==> src/shared/dcp_pkg.sv <==
// package for the daughter card parallel port
package dcp_pkg;

    // ==========================================================
    // register map, wishbone byte addresses
    localparam logic [7:0] DCP_CTRL_ADDR    = 8'h00;
    localparam logic [7:0] DCP_RESET_ADDR   = 8'h04;
    localparam logic [7:0] DCP_STATUS_ADDR  = 8'h08;
    localparam logic [7:0] DCP_WAIT_ADDR    = 8'h0C;

    // ==========================================================
    // field positions
    localparam int DCP_CTRL_FLAG_BIT     = 0;
    localparam int DCP_RST_SITE_BIT      = 0;
    localparam int DCP_RST_EXT_BIT       = 1;
    localparam int DCP_STAT_BUSY_BIT     = 0;
    localparam int DCP_STAT_FLAG_BIT     = 1;
    localparam int DCP_STAT_TOUT_BIT     = 2;

    // ==========================================================
    // reset values and widths
    localparam logic [1:0] DCP_RESET_RST   = 2'h0;
    localparam logic [3:0] DCP_WAIT_RST    = 4'h1;
    localparam int         DCP_ADDR_W      = 6;
    localparam int         DCP_DATA_W      = 8;
    localparam int         DCP_CPU_DATA_W  = 16;

    // ==========================================================
    // timing: time allowed for card ready before abort
    localparam int DCP_CLK_MHZ          = 100;
    localparam int DCP_READY_TOUT_NS    = 10000;
    localparam int DCP_READY_TOUT_CYC   = DCP_READY_TOUT_NS * DCP_CLK_MHZ / 1000;

    // ==========================================================
    // request carried from host to engine
    typedef struct packed {
        logic                  write;
        logic [DCP_ADDR_W-1:0] addr;
        logic [DCP_DATA_W-1:0] wdata;
    } dcp_req_t;

    typedef enum logic [3:0] {
        DCP_IDLE  = 4'b0001,
        DCP_SETUP = 4'b0010,
        DCP_STRB  = 4'b0100,
        DCP_DONE  = 4'b1000
    } dcp_state_t;

endpackage

==> src/rtl/dcp_card_engine.sv <==
// card bus engine: strobe and write-enable cycle ended by ready or by the ready timeout
module dcp_card_engine #(
    parameter int TOUT_CYC = dcp_pkg::DCP_READY_TOUT_CYC
) (
    // clock and reset
    input  wire logic                            clk_i,
    input  wire logic                            rst_i,
    // request side
    input  wire logic                            start_i,
    input  wire dcp_pkg::dcp_req_t               req_i,
    input  wire logic [3:0]                      setup_cyc_i,
    output logic                                 done_o,
    output logic                                 tout_o,
    output logic [dcp_pkg::DCP_DATA_W-1:0]       rdata_o,
    output logic                                 busy_o,
    // card pins
    output logic                                 card_transfer_strobe_n_o,
    output logic                                 card_write_enable_n_o,
    output logic [dcp_pkg::DCP_ADDR_W-1:0]       card_addr_o,
    output logic [dcp_pkg::DCP_DATA_W-1:0]       card_data_o,
    output logic                                 card_data_oe_n_o,
    input  wire logic [dcp_pkg::DCP_DATA_W-1:0]  card_data_i,
    input  wire logic                            card_ready_n_i
);

    dcp_pkg::dcp_state_t state_r;
    logic [3:0]          wait_r;
    logic [31:0]         tout_r;

    assign busy_o = (state_r != dcp_pkg::DCP_IDLE);

    // ==========================================================
    // sequencer
    always_ff @(posedge clk_i) begin
        if (rst_i) begin
            state_r                  <= dcp_pkg::DCP_IDLE;
            wait_r                   <= 4'h0;
            tout_r                   <= 32'h0000_0000;
            done_o                   <= 1'b0;
            tout_o                   <= 1'b0;
            rdata_o                  <= 8'h00;
            card_transfer_strobe_n_o <= 1'b1;
            card_write_enable_n_o    <= 1'b1;
            card_addr_o              <= 6'h00;
            card_data_o              <= 8'h00;
            card_data_oe_n_o         <= 1'b1;
        end else begin
            done_o <= 1'b0;
            tout_o <= 1'b0;
            case (state_r)
                dcp_pkg::DCP_IDLE: begin
                    if (start_i) begin
                        card_addr_o           <= req_i.addr;
                        card_data_o           <= req_i.wdata;
                        card_write_enable_n_o <= ~req_i.write;
                        card_data_oe_n_o      <= ~req_i.write;
                        wait_r                <= setup_cyc_i;
                        state_r               <= dcp_pkg::DCP_SETUP;
                    end
                end
                dcp_pkg::DCP_SETUP: begin
                    if (wait_r == 4'h0) begin
                        card_transfer_strobe_n_o <= 1'b0;
                        tout_r                   <= 32'h0000_0000;
                        state_r                  <= dcp_pkg::DCP_STRB;
                    end else begin
                        wait_r <= wait_r - 4'h1;
                    end
                end
                dcp_pkg::DCP_STRB: begin
                    if (!card_ready_n_i) begin
                        rdata_o                  <= card_data_i;
                        card_transfer_strobe_n_o <= 1'b1;
                        done_o                   <= 1'b1;
                        state_r                  <= dcp_pkg::DCP_DONE;
                    end else if (tout_r == TOUT_CYC - 1) begin
                        card_transfer_strobe_n_o <= 1'b1;
                        done_o                   <= 1'b1;
                        tout_o                   <= 1'b1;
                        rdata_o                  <= 8'hFF;
                        state_r                  <= dcp_pkg::DCP_DONE;
                    end else begin
                        tout_r <= tout_r + 32'h0000_0001;
                    end
                end
                dcp_pkg::DCP_DONE: begin
                    card_write_enable_n_o <= 1'b1;
                    card_data_oe_n_o      <= 1'b1;
                    state_r               <= dcp_pkg::DCP_IDLE;
                end
                default: begin
                    state_r <= dcp_pkg::DCP_IDLE;
                end
            endcase
        end
    end

endmodule

==> src/rtl/dcp_port.sv <==
// wishbone slave top for the daughter card parallel port
// Operation
// - the card is reachable only by i/o accesses while the processor flag is high.
// - the card data path is eight bits on the low byte of the sixteen-bit bus.
// - each transfer uses a data strobe plus a separate write enable.
// - the host does not finish a card transfer until card ready is seen; the code also ends it after TOUT_CYC cycles without ready.
// - one software reset bit drives the shared reset of both card sites.
// - a second independent reset bit drives the extender connector reset.
// - software sets wait and clock settings so card cycles meet timing; the code has only the wait register, with no clock setting.
// - the strobe is active low and only asserted for card-area accesses.
// - the write enable is active low and asserted for writes; the code asserts it only for writes with wb_sel_i[0] set.
// - a six-bit register address comes from the lowest address lines.
module dcp_port #(
    parameter int TOUT_CYC = dcp_pkg::DCP_READY_TOUT_CYC
) (
    // clock and reset
    input  wire logic                            clk_i,
    input  wire logic                            rst_i,
    // wishbone slave
    input  wire logic                            wb_cyc_i,
    input  wire logic                            wb_stb_i,
    input  wire logic                            wb_we_i,
    input  wire logic [7:0]                      wb_adr_i,
    input  wire logic [3:0]                      wb_sel_i,
    input  wire logic [31:0]                     wb_dat_i,
    output logic [31:0]                          wb_dat_o,
    output logic                                 wb_ack_o,
    // card i/o window select
    input  wire logic                            io_space_i,
    // card pins
    output logic                                 card_transfer_strobe_n_o,
    output logic                                 card_write_enable_n_o,
    output logic [dcp_pkg::DCP_ADDR_W-1:0]       card_addr_o,
    output logic [dcp_pkg::DCP_DATA_W-1:0]       card_data_o,
    output logic                                 card_data_oe_n_o,
    input  wire logic [dcp_pkg::DCP_DATA_W-1:0]  card_data_i,
    input  wire logic                            card_ready_n_i,
    // resets
    output logic                                 site_reset_n_o,
    output logic                                 extender_reset_n_o
);

    logic              flag_r;
    logic [1:0]        reset_r;
    logic [3:0]        wait_r;
    logic              tout_seen_r;
    logic              pend_r;
    logic              start;
    logic              eng_done;
    logic              eng_tout;
    logic              eng_busy;
    logic [7:0]        eng_rdata;
    logic              req;
    logic              reg_hit;
    logic              card_hit;
    dcp_pkg::dcp_req_t card_req;

    assign req      = wb_cyc_i && wb_stb_i && !wb_ack_o;
    assign reg_hit  = req && !io_space_i;
    assign card_hit = req && io_space_i && flag_r;
    assign start    = card_hit && !pend_r;

    assign card_req.write = wb_we_i && wb_sel_i[0];
    assign card_req.addr  = wb_adr_i[dcp_pkg::DCP_ADDR_W-1:0];
    assign card_req.wdata = wb_dat_i[dcp_pkg::DCP_DATA_W-1:0];

    // ==========================================================
    // card engine
    dcp_card_engine #(
        .TOUT_CYC (TOUT_CYC)
    ) i_dcp_card_engine (
        .clk_i                    (clk_i),
        .rst_i                    (rst_i),
        .start_i                  (start),
        .req_i                    (card_req),
        .setup_cyc_i              (wait_r),
        .done_o                   (eng_done),
        .tout_o                   (eng_tout),
        .rdata_o                  (eng_rdata),
        .busy_o                   (eng_busy),
        .card_transfer_strobe_n_o (card_transfer_strobe_n_o),
        .card_write_enable_n_o    (card_write_enable_n_o),
        .card_addr_o              (card_addr_o),
        .card_data_o              (card_data_o),
        .card_data_oe_n_o         (card_data_oe_n_o),
        .card_data_i              (card_data_i),
        .card_ready_n_i           (card_ready_n_i)
    );

    // ==========================================================
    // pending card request
    always_ff @(posedge clk_i) begin
        if (rst_i) begin
            pend_r <= 1'b0;
        end else if (start) begin
            pend_r <= 1'b1;
        end else if (eng_done) begin
            pend_r <= 1'b0;
        end
    end

    // ==========================================================
    // control registers
    always_ff @(posedge clk_i) begin
        if (rst_i) begin
            flag_r  <= 1'b0;
            reset_r <= dcp_pkg::DCP_RESET_RST;
            wait_r  <= dcp_pkg::DCP_WAIT_RST;
        end else if (reg_hit && wb_we_i && wb_sel_i[0]) begin
            case (wb_adr_i)
                dcp_pkg::DCP_CTRL_ADDR: begin
                    flag_r <= wb_dat_i[dcp_pkg::DCP_CTRL_FLAG_BIT];
                end
                dcp_pkg::DCP_RESET_ADDR: begin
                    reset_r <= wb_dat_i[1:0];
                end
                dcp_pkg::DCP_WAIT_ADDR: begin
                    wait_r <= wb_dat_i[3:0];
                end
                default: begin
                    flag_r <= flag_r;
                end
            endcase
        end
    end

    // ==========================================================
    // reset pins, bit high holds reset
    always_ff @(posedge clk_i) begin
        if (rst_i) begin
            site_reset_n_o     <= 1'b1;
            extender_reset_n_o <= 1'b1;
        end else begin
            site_reset_n_o     <= ~reset_r[dcp_pkg::DCP_RST_SITE_BIT];
            extender_reset_n_o <= ~reset_r[dcp_pkg::DCP_RST_EXT_BIT];
        end
    end

    // ==========================================================
    // sticky ready timeout, set beats clear
    always_ff @(posedge clk_i) begin
        if (rst_i) begin
            tout_seen_r <= 1'b0;
        end else if (eng_tout) begin
            tout_seen_r <= 1'b1;
        end else if (reg_hit && wb_we_i && wb_sel_i[0]
                     && wb_adr_i == dcp_pkg::DCP_STATUS_ADDR
                     && wb_dat_i[dcp_pkg::DCP_STAT_TOUT_BIT]) begin
            tout_seen_r <= 1'b0;
        end
    end

    // ==========================================================
    // wishbone answer
    always_ff @(posedge clk_i) begin
        if (rst_i) begin
            wb_ack_o <= 1'b0;
            wb_dat_o <= 32'h0000_0000;
        end else begin
            wb_ack_o <= 1'b0;
            wb_dat_o <= 32'h0000_0000;
            if (reg_hit) begin
                wb_ack_o <= 1'b1;
                case (wb_adr_i)
                    dcp_pkg::DCP_CTRL_ADDR:   wb_dat_o <= {31'h0000_0000, flag_r};
                    dcp_pkg::DCP_RESET_ADDR:  wb_dat_o <= {30'h0000_0000, reset_r};
                    dcp_pkg::DCP_STATUS_ADDR: begin
                        wb_dat_o <= {29'h0000_0000, tout_seen_r, flag_r, eng_busy};
                    end
                    dcp_pkg::DCP_WAIT_ADDR:   wb_dat_o <= {28'h0000_000, wait_r};
                    default:                  wb_dat_o <= 32'h0000_0000;
                endcase
            end else if (req && io_space_i && !flag_r) begin
                wb_ack_o <= 1'b1;
                wb_dat_o <= 32'h0000_00FF;
            end else if (pend_r && eng_done) begin
                wb_ack_o <= 1'b1;
                wb_dat_o <= {24'h00_0000, eng_rdata};
            end
        end
    end

endmodule

==> config.mk <==
export PLATFORM = sky130hd
export DESIGN_NAME = dcp_port
export DESIGN_NICKNAME = d
export VERILOG_FILES = /design/src/shared/dcp_pkg.sv /design/src/rtl/dcp_card_engine.sv /design/src/rtl/dcp_port.sv
export SDC_FILE = /design/constraint.sdc
export NUM_CORES = 1
export LEC_CHECK = 0
export ABC_AREA = 1
export BUFFER_PORTS_ARGS = -buffer_cell sky130_fd_sc_hd__buf_2
export CAP_MARGIN = 20
export CORE_UTILIZATION = 30
export DETAILED_ROUTE_END_ITERATION = 16
export SYNTH_ARGS = -nofsm -noshare
export SYNTH_HDL_FRONTEND = slang
export SYNTH_HIERARCHICAL = 1
export SYNTH_SLANG_ARGS = --single-unit
export TNS_END_PERCENT = 20
==> constraint.sdc <==
create_clock -name clk_i -period 2.43 [get_ports clk_i]
set_clock_uncertainty 0.15 [all_clocks]
set_input_delay 0.486 -clock clk_i [delete_from_list [all_inputs] [get_ports clk_i]]
set_output_delay 0.486 -clock clk_i [all_outputs]
set_load 0.03 [all_outputs]
# == After elaboration in Yosys (flattened, before gate mapping) ==
# Cells that the tools add are included.
# classes
eq_ne,16
muxes,33
bitwise_logic,5
n_reduce_logical,36
addsub,2
# op_table
cell,count
32-bit two-way mux,4
32-bit one-hot mux with 2 select lines,1
32-bit by 1-bit adder with 32-bit output (second input constant),1
32-bit by 10-bit == test with 1-bit output (second input constant),1
8-bit two-way mux,4
4-bit two-way mux,6
8-bit by 4-bit == test with 1-bit output (second input constant),2
4-bit one-hot mux with 4 select lines,1
1-bit logical AND,13
1-bit two-way mux,13
4-bit one-hot mux with 3 select lines,1
2-bit AND reduction,6
2-bit nonzero test,5
3-bit AND reduction,3
8-bit by 3-bit == test with 1-bit output (second input constant),1
8-bit logical NOT,1
4-bit one-hot mux with 2 select lines,1
2-bit by 1-bit inequality test with 1-bit output (second input constant),3
2-bit inequality test (second input constant),3
1-bit inverter,5
4-bit by 1-bit == test with 1-bit output (second input constant),1
4-bit by 2-bit == test with 1-bit output (second input constant),1
4-bit by 3-bit == test with 1-bit output (second input constant),1
4-bit == test (second input constant),1
other kinds (9),13
# word_totals
output_inout_bits,52
regBits,110
word_cells,111

# == Logic depth before layout (Yosys ltp) ==
# logic_depth
word_depth,9
depth_mapped,12
mapped_depth_nobuf,11

# == By module ==
# The synthesis kept the hierarchy.
# by_module_without_submodules
module,n_inst,cells_each,seq_area_each_um2,area_per_inst_um2
dcp_card_engine,1,623,1321.3,3968.8
dcp_port,1,165,400.4,1143.6

# == Worst setup path after synthesis ==
# No wires, ideal clock.
# synth_timing
path_type,input -> register
startpoint,in wb_cyc_i
endpoint,reg i_dcp_card_engine/card_addr_o[0] in the netlist's numbering
stages,9
t_required_ns,2.209
setup_time_ns,0.071
setup_slack_ns,0.601
arrival_time_ns,1.609
n_path_buf,1
path_cell_list,nand2_2 nor2_4 nand3_1 nor2_1 nand4_2 inv_1 buf_2 nand2_1 a21oi_1
# synth_via
elab_chain_len,6
# synth_rtl
item,line_no,text
start: declaration,dcp_port.sv:20,"input wire logic wb_cyc_i,"
1-bit logical AND (2 in series),dcp_port.sv:58,assign req = wb_cyc_i && wb_stb_i && !wb_ack_o;
1-bit logical AND (2 in series),dcp_port.sv:60,assign card_hit = req && io_space_i && flag_r;
1-bit logical AND,dcp_port.sv:61,assign start = card_hit && !pend_r;
via start,dcp_port.sv:48,logic start;
2-bit AND reduction (no source line),n/a,
end signal: assignment,dcp_card_engine.sv:53,card_addr_o <= req_i.addr;
end: declaration,dcp_card_engine.sv:19,"output logic [dcp_pkg::DCP_ADDR_W-1:0] card_addr_o,"
# The timed path passes the listed nets, and every way through them passes these cells.
# A chain may end at the register's enable or synchronous reset.

# == Worst setup path in the final report ==
# layout_timing
startpoint,reg i_dcp_card_engine.tout_r[0]
endpoint,reg i_dcp_card_engine.tout_r[16]
# layout_via
elab_chain_len,4
elab_cells_between_ends,7
classes_between,1 x add/sub; 2 x eq/ne; 3 x mux; 1 x reduce/logical
# layout_rtl
item,line_no,text
start: declaration,dcp_card_engine.sv:28,logic [31:0] tout_r;
start signal: assignment,dcp_card_engine.sv:83,tout_r <= tout_r + 32'h0000_0001;
32-bit by 1-bit adder with 32-bit output,dcp_card_engine.sv:83,
32-bit two-way mux,dcp_card_engine.sv:76,end else if (tout_r == TOUT_CYC - 1) begin
32-bit two-way mux,dcp_card_engine.sv:71,if (!card_ready_n_i) begin
32-bit one-hot mux with 2 select lines,dcp_card_engine.sv:50,case (state_r)
# Several ways; a longest one is shown, not always the timed one. The select of a mux whose other input is x is not followed.

==> metrics.txt <==
Layout Nets=~910; drt first pass iters=5; status=completed; routed via count=4805; Levels on crit path=10; Worst Hold End=i_dcp_card_engine/rdata_o[6]$_SDFFE_PP0P_; Cells after DPL=1055; clock tree buffer depth=2; via density per instance=between 4 and 5; vias in the first global route=approximately 4400; initial antenna violation count=0; # Post-CTS Setup Buffers=0; crit-path leading delay family=simple AND/OR/NAND/NOR gates; Synth Area in Adders=less than 1%; Peak Freq=491 MHz; # rows=47; share of flip-flops with an asynchronous set or reset=0%; Layout area overhead=12.9%; mux share of post-synthesis cell area=0%; share of cells above drive strength 1=between 10% and 20%; port bufs=59; max incr delay on CP=~380 ps; Avg WL per Cell=approximately 12 um; synthesized area per cell=about 6.5 sq um; Post-Place Worst Slack=approximately 300 ps; fillcell total=roughly 1900; # H-tree levels=3; min-delay src=card_data_i[6]; Final period util=between 80% and 90%; synthesized area=5110 sq um; post-DP HPWL=9470 um; WHS=181 ps; Syn Inst Count=788; Resize count post-CTS=0; number of flops mapped to enable cells by yosys=0; post-synthesis compound-gate area fraction=~7.5%; Worst-Skew Late Latency=about 350 ps; Die Y=approximately 130 um; GPL Wtd Cong=0.905; CTS tree=yes; routed wire length=12800 um; Required @ worst endpoint=between 2000 and 3000 ps; RR Endpoint=i_dcp_card_engine/tout_r[16]$_SDFFE_PP0P_; ys flop type=dfxtp_1; Post-Synth Simple-Gate Area=between 40% and 50%; RSZ-0062 raised after global routing=false; CP Class=reg2reg; Final WS setup=between 300 and 400 ps; R2R depth=10; max-slew violation count=0; largest net degree at the start of global routing=22; maximum VDD drop=between 0.3 and 0.4 mV; ANT nets after route=0; # clock sinks=between 80 and 90; Initial Util=just over 30%; Synth Warn #=6; non-filler cells, final=1071; sequential area share after synthesis=33.7%; DIE WIDTH=133 um; Setup Viol. Count Final=0; reg-to-reg setup timing slack=390 ps; min-delay worst type=in2reg; CTS Hold Bufs=0; Multi-input gate area=~2800 sq um; CP arrival=around 2100 ps; Synth cell types=45; Post-Synth XOR/XNOR Area=less than 1%; drt drc=0; Util after Layout=between 30% and 40%; crit path from=i_dcp_card_engine/tout_r[0]$_SDFFE_PP0P_; register cell area after layout=1720 sq um; # diodes=0; Hold Vio Cnt, Final=0; Num CTS Buffers=9; leakage power total=~2.5 nW; Hold Path Depth=3; min Tclk post-route=approximately 2000 ps; initial DRC count=306; pwr dens=roughly 510 nW/um^2; grt total ovfl=0; post-synthesis register bit count=between 80 and 90; Post-Route Setup TNS=0 ps; largest family of logic cells by synthesized area=simple AND/OR/NAND/NOR gates; total track usage=between 15 and 20%; Clock transition at path regs=70 ps; Crit. End Element=flop; Core ar.=~17000 sq um; CP bufs+invs=1; worst-path fanout max=6; full die area=17600 sq um; first-pass GRT wire length=about 21000 um; Reg-to-Reg Start=i_dcp_card_engine/tout_r[0]$_SDFFE_PP0P_; slowest stage cell on the critical path=dfxtp_1; Cell Chain, Critical Path=ha_1, nand2_2, nor2_4, nand4_1, nor2_1, nand4_1, nand2_1, nand2_2, nand2_1, inv_1; crit path launch type=flop; max cap viols=0; I/O Pins=approximately 110; root buf cell=clkbuf_16
==> cells by family after synthesis <==
logic type,after synthesis
xor+xnor,3
flops,86
other cells,1
buf+inv,124
simple gates,503
fa+ha+maj,2
compound gates,69
==> report_power, final <==
group          switching, mW  leakage, nW  internal (mW)
Clock                  0.657        0.135          0.714
Sequential           0.00180        0.693           1.41
Combinational          0.132         1.68         0.0391
Total                  0.791         2.51           2.17
==> through the flow <==
step	area, sq um	total power [mW]
4_1_cts	5770	2.99
3_3_place_gp	5480	1.62
6_report	5770	2.96
3_5_place_dp	5480	1.62
5_1_grt	5770	3.07
2_1_floorplan	5200	1.59
==> per-layer routing <==
metal | vias up | GRT usage (%) | part of all wire (%)
met1 | 2119 | 20.4 | 48
li1 | 2544 | - | -
met2 | 128 | 24.0 | 46
met3 | 14 | 2.41 | 5.3
met4 | 0 | 5.87 | 1.5
met5 | - | 0 | 0
==> cell usage after synthesis, types with 2 or more instances <==
cell / instances / share of area, %
a21oi_1: 36 / 3.5
a21oi_2: 2 / 0.34
a31oi_1: 3 / 0.37
buf_2: 2 / 0.20
buf_4: 26 / 3.8
buf_6: 6 / 1.3
buf_8: 2 / 0.59
clkbuf_1: 5 / 0.37
clkinv_1: 3 / 0.22
dfxtp_1: 86 / 34
ha_1: 2 / 0.49
inv_1: 66 / 4.8
inv_2: 9 / 0.66
nand2_1: 268 / 20
nand2_2: 18 / 2.2
nand2_4: 7 / 1.5
nand3_1: 42 / 4.1
nand3_4: 3 / 1.0
nand4_1: 24 / 2.9
nor2_1: 106 / 7.8
nor2_2: 14 / 1.7
nor2_4: 8 / 1.8
nor3_1: 6 / 0.59
o211ai_1: 3 / 0.44
o21ai_0: 10 / 0.98
o21ai_1: 11 / 1.1
xnor2_1: 2 / 0.34
==> area by class of cell <==
cell class	instances	share of cell area [%]
Clock inverter	7	1.06
Timing Repair Buffer	68	6.29
Clock buffer	9	3.90
Tap cell	220	4.77
Inverter	80	5.31
Multi-Input combinational cell	601	48.8
Sequential cell	86	29.8
==> state kept, by name, indices dropped and copies added (netlist names), 2 cells and up <==
signal,cells
i_dcp_card_engine/rdata_o,8
i_dcp_card_engine/state_r,4
i_dcp_card_engine/wait_r,4
reset_r,2
i_dcp_card_engine/card_data_o,8
i_dcp_card_engine/card_addr_o,6
i_dcp_card_engine/tout_r,32
wait_r,4
wb_dat_o,8
==> worst min-delay path, stage by stage <==
cell     delay, ps
buf_2           80
o21ai_1         50
nand2_1         40
==> cell usage in the layout, fill, tap and decap left out, types with 2 or more instances in the layout <==
master	n
conb_1	24
nand2_4	7
o21ai_0	10
xnor2_1	2
a31oi_1	3
nand3_1	42
buf_2	59
clkinv_1	3
nor2_2	14
a21oi_1	36
nand4_1	24
nand2_2	18
clkbuf_16	9
o211ai_1	3
o21ai_1	11
a21oi_2	2
inv_2	9
nor2_1	106
nand2_1	268
nor3_1	6
inv_6	4
nor2_4	8
nand3_4	3
clkinvlp_4	2
inv_1	66
buf_4	9
dfxtp_1	86
ha_1	2
==> worst max-delay path by stage <==
stage / end
3_5_place_dp: i_dcp_card_engine/card_addr_o[4]$_SDFFE_PP0P_
5_1_grt: i_dcp_card_engine/tout_r[22]$_SDFFE_PP0P_
2_1_floorplan: i_dcp_card_engine/card_addr_o[0]$_SDFFE_PP0P_
6_report: i_dcp_card_engine/tout_r[16]$_SDFFE_PP0P_
3_3_place_gp: i_dcp_card_engine/card_addr_o[5]$_SDFFE_PP0P_
4_1_cts: i_dcp_card_engine/tout_r[22]$_SDFFE_PP0P_
Note: power is estimated with default switching activity, not from simulation.
